==> config.mk <==
export PLATFORM = sky130hd
export DESIGN_NAME = pspsl_top
export DESIGN_NICKNAME = d
export VERILOG_FILES = /design/src/rtl/pspsl_pkg.sv /design/src/rtl/pspsl_pwm.sv /design/src/rtl/pspsl_dem.sv /design/src/rtl/pspsl_top.sv
export VERILOG_INCLUDE_DIRS = /design/src /design/src/rtl
export SDC_FILE = /design/constraint.sdc
export NUM_CORES = 1
export LEC_CHECK = 0
export ABC_CLOCK_PERIOD_IN_PS = 35100
export BUFFER_PORTS_ARGS = -buffer_cell sky130_fd_sc_hd__buf_2
export CAP_MARGIN = 20
export CORE_UTILIZATION = 45
export DETAILED_ROUTE_END_ITERATION = 10
export PLACE_DENSITY = 0.72
export SYNTH_ARGS = -nofsm -noshare
export SYNTH_HDL_FRONTEND = slang
export SYNTH_SLANG_ARGS = --single-unit
==> constraint.sdc <==
create_clock -name ref_clk -period 35.1 [get_ports ref_clk]
set_input_delay 7.02 -clock ref_clk [delete_from_list [all_inputs] [get_ports ref_clk]]
set_output_delay 7.02 -clock ref_clk [all_outputs]
set_load 0.1 [all_outputs]
==> src/rtl/pspsl_map.svh <==
// Constants for the power-switch protection and status logic.
// Assumes a 25 MHz ref_clk; analog comparators arrive as synchronous levels.
`ifndef PSPSL_MAP_SVH
`define PSPSL_MAP_SVH

`define PSPSL_CLK_MHZ 25
`define PSPSL_PWM_HZ 9000
`define PSPSL_PWM_PERIOD (`PSPSL_CLK_MHZ * 1000000 / `PSPSL_PWM_HZ)
`define PSPSL_MIN_PULSE_NS 30
`define PSPSL_MIN_PULSE_CYC ((`PSPSL_MIN_PULSE_NS * `PSPSL_CLK_MHZ + 999) / 1000)
`define PSPSL_DUTY_LO_PCT 3
`define PSPSL_DUTY_HI_PCT 82
`define PSPSL_TEMP_LO_C 25
`define PSPSL_TEMP_HI_C 150
`define PSPSL_OT_TRIP_C 175
`define PSPSL_OT_CLEAR_C 160
`define PSPSL_BLANK_NS 200
`define PSPSL_BLANK_CYC ((`PSPSL_BLANK_NS * `PSPSL_CLK_MHZ + 999) / 1000)
`define PSPSL_SLEW_FAST 8'h96
`define PSPSL_SLEW_MID 8'h64
`define PSPSL_SLEW_SLOW 8'h0F
`define PSPSL_FILT_SHIFT 6
`define PSPSL_RES_MAX 8'hFF

`endif

==> src/rtl/pspsl_pkg.sv <==
// Types for the power-switch protection and status logic.
// Assumes pspsl_map.svh supplies the numeric constants.
package pspsl_pkg;
  typedef enum logic [1:0] {
    PSPSL_PIN_RES,
    PSPSL_PIN_GND,
    PSPSL_PIN_RAIL,
    PSPSL_PIN_OPEN
  } pspsl_pin_e;
  typedef enum logic [1:0] {
    PSPSL_ST_IDLE,
    PSPSL_ST_BLANK,
    PSPSL_ST_WATCH,
    PSPSL_ST_COND
  } pspsl_dem_e;
endpackage : pspsl_pkg

==> src/rtl/pspsl_pwm.sv <==
// Thermal PWM generator.
// Assumes temp_c is the sensed die temperature in whole degrees, synchronous to ref_clk.
`timescale 1ns/100ps
`include "pspsl_map.svh"
module pspsl_pwm import pspsl_pkg::*; (
  input wire logic ref_clk,
  input wire logic rst_n,
  input wire logic [7:0] temp_c,
  input wire logic over_temp,
  output logic pwm_out
);
  localparam int PER = `PSPSL_PWM_PERIOD;
  localparam int MINW = `PSPSL_MIN_PULSE_CYC;
  localparam int WLO = PER * `PSPSL_DUTY_LO_PCT / 100;
  localparam int WHI = PER * `PSPSL_DUTY_HI_PCT / 100;
  localparam int SPAN = `PSPSL_TEMP_HI_C - `PSPSL_TEMP_LO_C;
  logic [11:0] cnt;
  logic [11:0] width;
  logic [11:0] next_width;
  logic [31:0] above;
  logic [31:0] lin;
  wire period_end = (cnt == 12'(PER - 1));
  // Minimum pulse at or below the low endpoint, linear above it through the top and beyond, clamped below the period
  assign above = (32'(temp_c) > 32'(`PSPSL_TEMP_LO_C)) ?
                 32'(temp_c) - 32'(`PSPSL_TEMP_LO_C) : 32'h0;
  assign lin = 32'(WLO) + above * 32'(WHI - WLO) / 32'(SPAN);
  always_comb begin
    if (temp_c <= 8'(`PSPSL_TEMP_LO_C)) begin
      next_width = 12'(MINW);
    end else if (lin >= 32'(PER - 1)) begin
      next_width = 12'(PER - 1);
    end else if (lin < 32'(MINW)) begin
      next_width = 12'(MINW);
    end else begin
      next_width = lin[11:0];
    end
  end
  always_ff @(posedge ref_clk or negedge rst_n) begin
    if (!rst_n) begin
      cnt <= 12'h000;
      width <= 12'(MINW);
      pwm_out <= 1'b0;
    end else begin
      cnt <= period_end ? 12'h000 : cnt + 12'h001;
      if (period_end) begin
        width <= next_width; // refresh once a period
      end
      pwm_out <= over_temp | (cnt < width);
    end
  end
  // Width never drops below the minimum, so every period opens with a pulse
  min_pulse_a: assert property (@(posedge ref_clk) disable iff (!rst_n)
    cnt == 12'h000 |=> pwm_out)
    else $error("thermal pulse missing at period start");
  ot_high_a: assert property (@(posedge ref_clk) disable iff (!rst_n)
    over_temp |=> pwm_out)
    else $error("thermal output not high during overtemperature");
  period_len_a: assert property (@(posedge ref_clk) disable iff (!rst_n)
    period_end |=> cnt == 12'h000)
    else $error("pwm period counter did not wrap");
endmodule : pspsl_pwm

==> src/rtl/pspsl_dem.sv <==
// Diode-emulation state machine used during thermal shutdown.
// Assumes drain comparators are synchronous levels; gate_fall is a one-cycle pulse.
`timescale 1ns/100ps
`include "pspsl_map.svh"
module pspsl_dem import pspsl_pkg::*; (
  input wire logic ref_clk,
  input wire logic rst_n,
  input wire logic active,
  input wire logic gate_fall,
  input wire logic drain_neg,
  input wire logic drain_fwd_i,
  output logic switch_on,
  output pspsl_dem_e state
);
  localparam int BLK = `PSPSL_BLANK_CYC;
  pspsl_dem_e next_state;
  logic [7:0] blank;
  always_comb begin
    next_state = state;
    unique case (state)
      PSPSL_ST_IDLE: next_state = active ? PSPSL_ST_WATCH : PSPSL_ST_IDLE;
      PSPSL_ST_BLANK: next_state = (blank == 8'(BLK - 1)) ? PSPSL_ST_WATCH : state;
      PSPSL_ST_WATCH: next_state = drain_neg ? PSPSL_ST_COND : state;
      PSPSL_ST_COND: next_state = drain_fwd_i ? PSPSL_ST_WATCH : state;
    endcase
    if (!active) begin
      next_state = PSPSL_ST_IDLE;
    end else if (gate_fall) begin
      next_state = PSPSL_ST_BLANK;
    end
  end
  always_ff @(posedge ref_clk or negedge rst_n) begin
    if (!rst_n) begin
      state <= PSPSL_ST_IDLE;
      blank <= 8'h00;
    end else begin
      state <= next_state;
      // A new gate fall restarts the blank time
      blank <= (state == PSPSL_ST_BLANK && next_state == PSPSL_ST_BLANK && !gate_fall) ?
               blank + 8'h01 : 8'h00;
    end
  end
  assign switch_on = (state == PSPSL_ST_COND);
  fall_blank_a: assert property (@(posedge ref_clk) disable iff (!rst_n)
    active && gate_fall |=> state == PSPSL_ST_BLANK)
    else $error("gate fall did not enter blank state");
  blank_time_a: assert property (@(posedge ref_clk) disable iff (!rst_n)
    $rose(state == PSPSL_ST_BLANK) |-> ##[1:8] (state != PSPSL_ST_BLANK))
    else $error("blank state overran");
  start_watch_a: assert property (@(posedge ref_clk) disable iff (!rst_n)
    state == PSPSL_ST_IDLE && active && !gate_fall |=> state == PSPSL_ST_WATCH)
    else $error("shutdown entry not in watch state");
  cond_on_a: assert property (@(posedge ref_clk) disable iff (!rst_n)
    state == PSPSL_ST_WATCH && drain_neg && active && !gate_fall |=> switch_on)
    else $error("negative drain did not turn switch on");
endmodule : pspsl_dem

==> src/rtl/pspsl_top.sv <==
// Protection and status logic of a power-switch driver: fault outputs,
// slew selection, thermal PWM and thermal-shutdown diode emulation.
// Assumes all sensing comparators and the gate command are synchronous to ref_clk.
`timescale 1ns/100ps
`include "pspsl_map.svh"
module pspsl_top import pspsl_pkg::*; (
  input wire logic ref_clk,
  input wire logic rst_n,
  input wire logic gate_cmd,
  input wire logic supply_uv,
  input wire logic [7:0] die_temp_c,
  input wire logic overcurrent,
  input wire logic short_circuit,
  input wire logic drain_neg,
  input wire logic drain_fwd_i,
  input wire logic single_mode_strap,
  input wire pspsl_pin_e slew_pin_kind,
  input wire logic [7:0] slew_pin_res,
  output logic error_indicator_n,
  output logic overcurrent_indicator_n,
  output logic thermal_pwm_out,
  output logic [7:0] slew_code,
  output logic switch_on,
  output logic thermal_diode_emulation
);
  logic started;
  logic single_mode;
  logic rail_latched;
  logic open_pin;
  logic over_temp;
  logic gate_q;
  logic [13:0] filt;
  logic [7:0] next_slew;
  logic [7:0] res_slew;
  logic dem_on;
  logic err_cond;
  logic ovc_cond;
  pspsl_dem_e dem_state;
  wire gate_fall = gate_q & ~gate_cmd;
  wire [7:0] filt_res = filt[13:6];
  // Resistance maps linearly from slow to fast code; heavy filter rejects switching noise
  assign res_slew = 8'(`PSPSL_SLEW_SLOW) +
    8'((16'(filt_res) * 16'(`PSPSL_SLEW_FAST - `PSPSL_SLEW_SLOW)) / 16'(`PSPSL_RES_MAX));
  always_comb begin
    next_slew = slew_code;
    if (rail_latched) begin
      next_slew = 8'(`PSPSL_SLEW_MID);
    end else if (slew_pin_kind == PSPSL_PIN_GND) begin
      next_slew = 8'(`PSPSL_SLEW_FAST);
    end else if (slew_pin_kind == PSPSL_PIN_RES) begin
      next_slew = res_slew;
    end
  end
  // Open-pin error only while monitoring continues
  assign err_cond = supply_uv | over_temp | open_pin | short_circuit;
  assign ovc_cond = overcurrent | short_circuit;
  always_ff @(posedge ref_clk or negedge rst_n) begin
    if (!rst_n) begin
      started <= 1'b0;
      single_mode <= 1'b0;
      rail_latched <= 1'b0;
      open_pin <= 1'b0;
      over_temp <= 1'b0;
      gate_q <= 1'b0;
      filt <= 14'h0000;
      slew_code <= 8'(`PSPSL_SLEW_FAST);
      error_indicator_n <= 1'b0;
      overcurrent_indicator_n <= 1'b1;
    end else begin
      started <= 1'b1;
      gate_q <= gate_cmd;
      if (!started) begin
        // Strap and rail tie are sampled once, at the first edge after release
        single_mode <= single_mode_strap;
        rail_latched <= (slew_pin_kind == PSPSL_PIN_RAIL);
      end
      filt <= filt - 14'(filt >> `PSPSL_FILT_SHIFT) + 14'(slew_pin_res);
      open_pin <= !rail_latched && started && (slew_pin_kind == PSPSL_PIN_OPEN);
      if (die_temp_c >= 8'(`PSPSL_OT_TRIP_C)) begin
        over_temp <= 1'b1;
      end else if (die_temp_c < 8'(`PSPSL_OT_CLEAR_C)) begin
        over_temp <= 1'b0;
      end
      slew_code <= next_slew;
      if (single_mode) begin
        error_indicator_n <= ~(err_cond | ovc_cond);
        overcurrent_indicator_n <= 1'b1;
      end else begin
        error_indicator_n <= ~err_cond;
        overcurrent_indicator_n <= ~ovc_cond;
      end
    end
  end
  pspsl_pwm u_pwm (
    .ref_clk(ref_clk),
    .rst_n(rst_n),
    .temp_c(die_temp_c),
    .over_temp(over_temp),
    .pwm_out(thermal_pwm_out)
  );
  pspsl_dem u_dem (
    .ref_clk(ref_clk),
    .rst_n(rst_n),
    .active(over_temp),
    .gate_fall(gate_fall),
    .drain_neg(drain_neg),
    .drain_fwd_i(drain_fwd_i),
    .switch_on(dem_on),
    .state(dem_state)
  );
  assign thermal_diode_emulation = over_temp;
  // The controller is expected to switch this device first after shutdown entry
  assign switch_on = over_temp ? dem_on :
    (gate_cmd & ~open_pin & ~supply_uv & ~short_circuit & ~overcurrent);
  single_err_a: assert property (@(posedge ref_clk) disable iff (!rst_n)
    started && single_mode && (supply_uv || overcurrent) |=> !error_indicator_n)
    else $error("single mode fault not on error output");
  dual_oc_a: assert property (@(posedge ref_clk) disable iff (!rst_n)
    started && !single_mode && overcurrent && !err_cond |=>
    !overcurrent_indicator_n && error_indicator_n)
    else $error("dual mode overcurrent mapping wrong");
  gnd_fast_a: assert property (@(posedge ref_clk) disable iff (!rst_n)
    !rail_latched && slew_pin_kind == PSPSL_PIN_GND |=> slew_code == 8'h96)
    else $error("ground tie did not select fastest slew");
  rail_hold_a: assert property (@(posedge ref_clk) disable iff (!rst_n)
    rail_latched |=> slew_code == 8'h64 && rail_latched)
    else $error("latched rail setting changed");
  open_off_a: assert property (@(posedge ref_clk) disable iff (!rst_n)
    open_pin && !over_temp |-> !switch_on ##1 !error_indicator_n)
    else $error("open slew pin did not hold switch off");
  ot_hyst_a: assert property (@(posedge ref_clk) disable iff (!rst_n)
    over_temp && die_temp_c >= 8'(`PSPSL_OT_CLEAR_C) |=> over_temp)
    else $error("overtemperature cleared above hysteresis point");
  idle_out_a: assert property (@(posedge ref_clk) disable iff (!rst_n)
    !over_temp |=> dem_state == PSPSL_ST_IDLE)
    else $error("emulation machine active outside shutdown");
endmodule : pspsl_top

======== Word-level counts from Yosys, hierarchy flattened ========
Cells that the tools add are included.
storage, ports and cells
  register bits after elaboration ......... 65
  latch bits .............................. 0
  bits in writable memories ............... 0
  memory bits (read-only) ................. 0
  input port bits ......................... 27
  word-level logic and storage cells ...... 91
  memories kept ........................... 0
cells by class
  add/sub/neg operators ................... 7
  multipliers ............................. 2
  divide/modulo/power cells ............... 2
  order comparisons ....................... 7
  equality and inequality tests ........... 9
  shift-type cells ........................ 0
  multiplexer cells ....................... 20
  bitwise logic cells ..................... 19
  reductions and logical operators ........ 10
operators by type and width
  operator                  count
  $mux W12                  4
  $add A7 B32 Y32 const A   1
  $div A32 B7 Y32 const B   1
  $ge A32 B12 Y1 const B    1
  $lt A32 B1 Y1 const B     1
  $mul A32 B11 Y31 const B  1
  $mux W32                  1
  $mux W8                   4
  $div A16 B8 Y16 const B   1
  $mul A8 B8 Y16 const B    1
  $add A14 B8 Y14           1
  $sub A14 B8 Y14           1
  $add A12 B1 Y12 const B   1
  $eq A12 B12 Y1 const B    1
  $lt A12 B12 Y1            1
  $mux W2                   5
  $sub A8 B5 Y9 const B     1
  $add A4 B8 Y8 const A     1
  $add A8 B1 Y8 const B     1
  $eq A2 B2 Y1 const B      4
  $eq A8 B3 Y1 const B      1
  $ge A8 B8 Y1 const B      1
  $gt A8 B5 Y1 const B      1
  $le A8 B5 Y1 const B      1
  other kinds (12)          39

======== Logic depth before layout (Yosys ltp) ========
  depth after elaboration ................. 9
  depth in mapped cells ................... 81
  mapped depth without buffers ............ 70

======== By module ========
From an unflattened synthesis, not the netlist that was laid out.
unflattened totals
  cells, all modules ...................... 1894
  area total of the unflattened synthesis .. 14572.7 µm²
modules (own cells, without submodules)
  module     instances  cells each  area each (µm²)  seq. area each (µm²)
  pspsl_pwm  1          1234        9059.9           626.9
  pspsl_top  1          612         4999.8           757.0
  pspsl_dem  1          48          513.0            250.2

======== Least setup slack after synthesis ========
No wires, ideal clock.
  path kind ............................... input port to flip-flop
  start ................................... input die_temp_c[1]
  end ..................................... register u_pwm.width[2]
  library setup time ...................... 101 ps
  arrival time ............................ 24851 ps
  required time ........................... 34999 ps
  path slack .............................. 10148 ps
  stages .................................. 73
  path buffers ............................ 3
  path through ............................ inv_1 ha_1 o21bai_1 a21oi_1 or2_2 nand2b_1 inv_1 clkbuf_1 ha_1 inv_1 fa_1 xnor2_1 xnor2_1 ha_1 ha_1 o211ai_1 a211oi_1 a21oi_1 [37 not listed] a21oi_1 xnor2_1 ha_1 nor3_1 and2_1 a2111oi_2 nand4b_1 nor3b_1 or4b_1 and3_1 ha_1 nor2_1 a21oi_1 o21a_1 a41o_1 a31o_1 a311o_1 o32ai_1
on the way
  word-level cells in the longest chain between the ends .. 9
  elaborated cells between the ends (all ways) .. 12
  classes of those cells .................. add/sub: 2; mul: 1; div: 1; order compare: 4; mux: 4
RTL lines
  item                                           line                              text
  start: declaration                             pspsl_top.sv:11                   input wire logic [7:0] die_temp_c,
  $sub A8 B5 Y9 or $gt A8 B5 Y1 (tied branches)  pspsl_pwm.sv:25, pspsl_pwm.sv:24
  $mux W32                                       pspsl_pwm.sv:24                   assign above = (32'(temp_c) > 32'(`PSPSL_TEMP_LO_C)) ?
  $mul A32 B11 Y31                               pspsl_pwm.sv:26                   assign lin = 32'(WLO) + above * 32'(WHI - WLO) / 32'(SPAN);
  $div A32 B7 Y32                                pspsl_pwm.sv:26
  $add A7 B32 Y32                                pspsl_pwm.sv:26
  $lt A32 B1 Y1                                  pspsl_pwm.sv:32                   end else if (lin < 32'(MINW)) begin
  $mux W12                                       pspsl_pwm.sv:32
  $mux W12                                       pspsl_pwm.sv:30                   end else if (lin >= 32'(PER - 1)) begin
  $mux W12 (*)                                   pspsl_pwm.sv:28                   if (temp_c <= 8'(`PSPSL_TEMP_LO_C)) begin
  end signal: assignment                         pspsl_pwm.sv:41                   width <= 12'(MINW);
  end signal: assignment                         pspsl_pwm.sv:46                   width <= next_width;
  end: declaration                               pspsl_pwm.sv:18                   logic [11:0] width;
Mark *: on every way between the ends. The rest lies on a longest branch, timed or not.
A chain may end at the register's enable or synchronous reset.

======== Worst setup path in the final report ========
  start ................................... input die_temp_c[1]
  end ..................................... register u_pwm.width[4]
Same word-level chain as after synthesis.

==> qor.yml <==
floorplan.die_area_um2: 31200
synth.top_cells.by_count: "sky130_fd_sc_hd__nand2_1, sky130_fd_sc_hd__inv_1, sky130_fd_sc_hd__nor2_1, sky130_fd_sc_hd__ha_1, sky130_fd_sc_hd__xnor2_1"
cts_tree: "built"
final_net_count: 1985
buffer_ports.inserted: 39
timing.critical_path.from_type: "input port"
netlist.top_cell.by_area: "sky130_fd_sc_hd__ha_1"
synth_edf_count: 0
syn_area_per_cell_um2: 7.59
final-instance-count-excl-fill: 2209
cell_area_after_technology_mapping_um2: 13700
timing.rr.end: "slew_code[6]"
cts_hold_repair.buffers: 0
ys_warn_count: 0
r2r_setup_slack_ns: 20.41
fp-row-count: 63
cp_max_fo: 16
initial_core_util_pct: 46.0
first_pass_grt_wire_length_mm: 60.9
drv_cap: 0
crit_start: "die_temp_c[1]"
skew_ns: 0.00622
filler_cell_count: 2857
final_hold_viol_count: 0
detail_route.vias_per_cell: 6.26
synth.ff_latch_count: 65
pin_count_of_the_biggest_net_entering_global_routing: 52
drtAntennaViolNets: 0
criticalPathCategory: "in -> reg"
fraction_of_final_layout_cells_sized_beyond_drive_strength_1_pct: 8.08
die_y_um: 177
worst-endpoint-required_ns: 35.28
clockBufferDepth: 2
seq_area_frac_synth_pct: 11.9
drtPass1Iterations: 6
post_cts_buffers: 0
worst_path_max_delay_cell: "sky130_fd_sc_hd__xnor2_1"
core_area_um2: 29800
final_critical_period_ns: 29.45
tightest_slew_ns: 0.985
worst_ep_arrival_time_ns: 29.63
floorplan.io_pins: 40
htree_num_levels: 3
route.detailed.drc: 0
critical_r2r_launch: "filt[9]"
place.detailed.hpwl_mm: 29.3
netlist_instances: 1807
cts_sinks: 65
finalMaxSlewViolations: 0
synth_top_area_share_pct: 10.9
synth_nets: 1978
worst_setup_path_end_kind: "flop"
depth_of_the_most_critical_reg_to_reg_path: 58
setup_total_negative_slack_ns: 0
cts_inserted_buffers: 9
dp.cells: 2192
cts.reportedPaths.clkPinSlew_ns: 0.06
synth.area.top_cells: "sky130_fd_sc_hd__ha_1, sky130_fd_sc_hd__dfrtp_1, sky130_fd_sc_hd__xnor2_1"
drt-wirelength-per-cell_um: 16.7
gpl.final_weighted_congestion: 0.974
synth-async-reset-ratio_pct: 100
detailedRoute.firstIterationViolations: 1270
grt_pass1_vias: 12595
fp.dieW_um: 177
max_stage_delay_ns: 0.79
outcome: "finished, final reports clean"
rsz_0062_raised_after_global_routing: "false"
detailed_route_via_count: 13838
fin_crit_sh_pct: 83.9
global_route.usage.total_pct: 23.1
worst_hold_path_type: "reg -> reg"
relSlewSlack_pct: 33.9
postCtsResizedCells: 0
finalHoldWorstSlack_ns: 0.488
antenna_violations_before_repair: 0
postLayoutCellArea_um2: 14500
finalSetupViolCount: 0
clkLatencyLatePin_ns: 0.34
post_synth_num_cell_types: 126
ys_dominant_reg_cell: "sky130_fd_sc_hd__dfrtp_1"
area_delta_synth_final_pct: 5.91
grt_remaining_overflow: 0
worst_setup_ep: "u_pwm.width[4]"
cts-root-buf: "sky130_fd_sc_hd__clkbuf_16"
antenna_cells: 0
max_clk_rate_mhz: 34.0
timing.critical_path.mode_cell: "sky130_fd_sc_hd__ha_1"
leading_cell_type_by_number_of_instances_after_synthesis: "sky130_fd_sc_hd__nand2_1"
place_area_um2: 14200
drt_wl_total_mm: 36.9
==> logic make-up (layout without fill, tap and decap cells) <==
family,count (synthesis),after routing,share of synthesized area [%]
simple gates,626,626,23.4
compound gates,565,565,30.6
buf+inv,202,214,5.84
xor+xnor,164,164,10.7
fa+ha+maj,152,152,15.0
flops,65,65,11.9
mux,32,32,2.47
other cells,1,1,0.0273
==> cell type report <==
cell class	instances	area (um^2)	area share [%]
multi-input combinational	1540	11300	77.7
sequential	65	1630	11.2
inverter	154	578	3.98
tap	390	488	3.36
clock buffer	11	253	1.74
timing repair buffer	44	233	1.60
clock inverter	5	60.1	0.413
==> critical path: cells and delay by family <==
family                     cells  cell delay, ns
xor gates and xnor gates       6            2.21
AOI/OAI and AO/OA             35           11.03
adders and majority gates      7            2.27
muxes                          2            0.91
buffers and inverters          4            0.71
and+or+nand+nor               17            5.40
==> layer usage <==
metal / wire (um) / track usage (%) / vias up
li1: - / - / 6736
met1: 17300 / 32.4 / 6496
met5: 0 / 0 / -
met3: 2020 / 2.02 / 65
met4: 688 / 5.75 / 0
met2: 16800 / 38.0 / 541
==> per-stage QoR <==
stage / setup slack (ns) / utilization (%)
finish: 5.65 / 48.8
global route: 3.99 / 48.8
CTS: 6.13 / 48.7
detailed placement: 5.85 / 47.7
global placement: 6.54 / 47.7
floorplan: 10.15 / -
==> worst min path at each step <==
| stage | end | cells after the start | start |
|---|---|---|---|
| after floorplan | error_indicator_n | 1 | single_mode |
| after global placement | u_pwm.width[1] | 2 | u_pwm.width[1] |
| after detailed placement | u_pwm.width[1] | 2 | u_pwm.width[1] |
| after CTS | slew_code[4] | 2 | slew_code[4] |
| after global routing | slew_code[4] | 2 | slew_code[4] |
| final | slew_code[4] | 2 | slew_code[4] |
==> placed cells by master, fill, tap and decap left out, drive strengths merged, types with 19 or more instances in the layout <==
cell type / count
nor3: 59
o211ai: 33
a211oi: 26
ha: 120
fa: 24
mux2i: 23
xor2: 49
nand2: 155
nand3: 81
buf: 43
a31oi: 22
a21oi: 116
dfrtp: 59
o21ai: 98
or3: 19
o21bai: 24
and2: 28
and3: 22
inv: 154
a21o: 26
nor4: 19
xnor2: 115
nor2: 131
==> sequential cells by signal, summed over array words and instances (netlist names), 2 cells and up <==
name / cells
filt: 14
slew_code: 8
u_dem.blank: 8
u_dem.state: 2
u_pwm.cnt: 12
u_pwm.width: 12
Power is left out: the tool's default activity adds up to more than one toggle a clock period on the data nets, which glitch-free logic cannot reach.
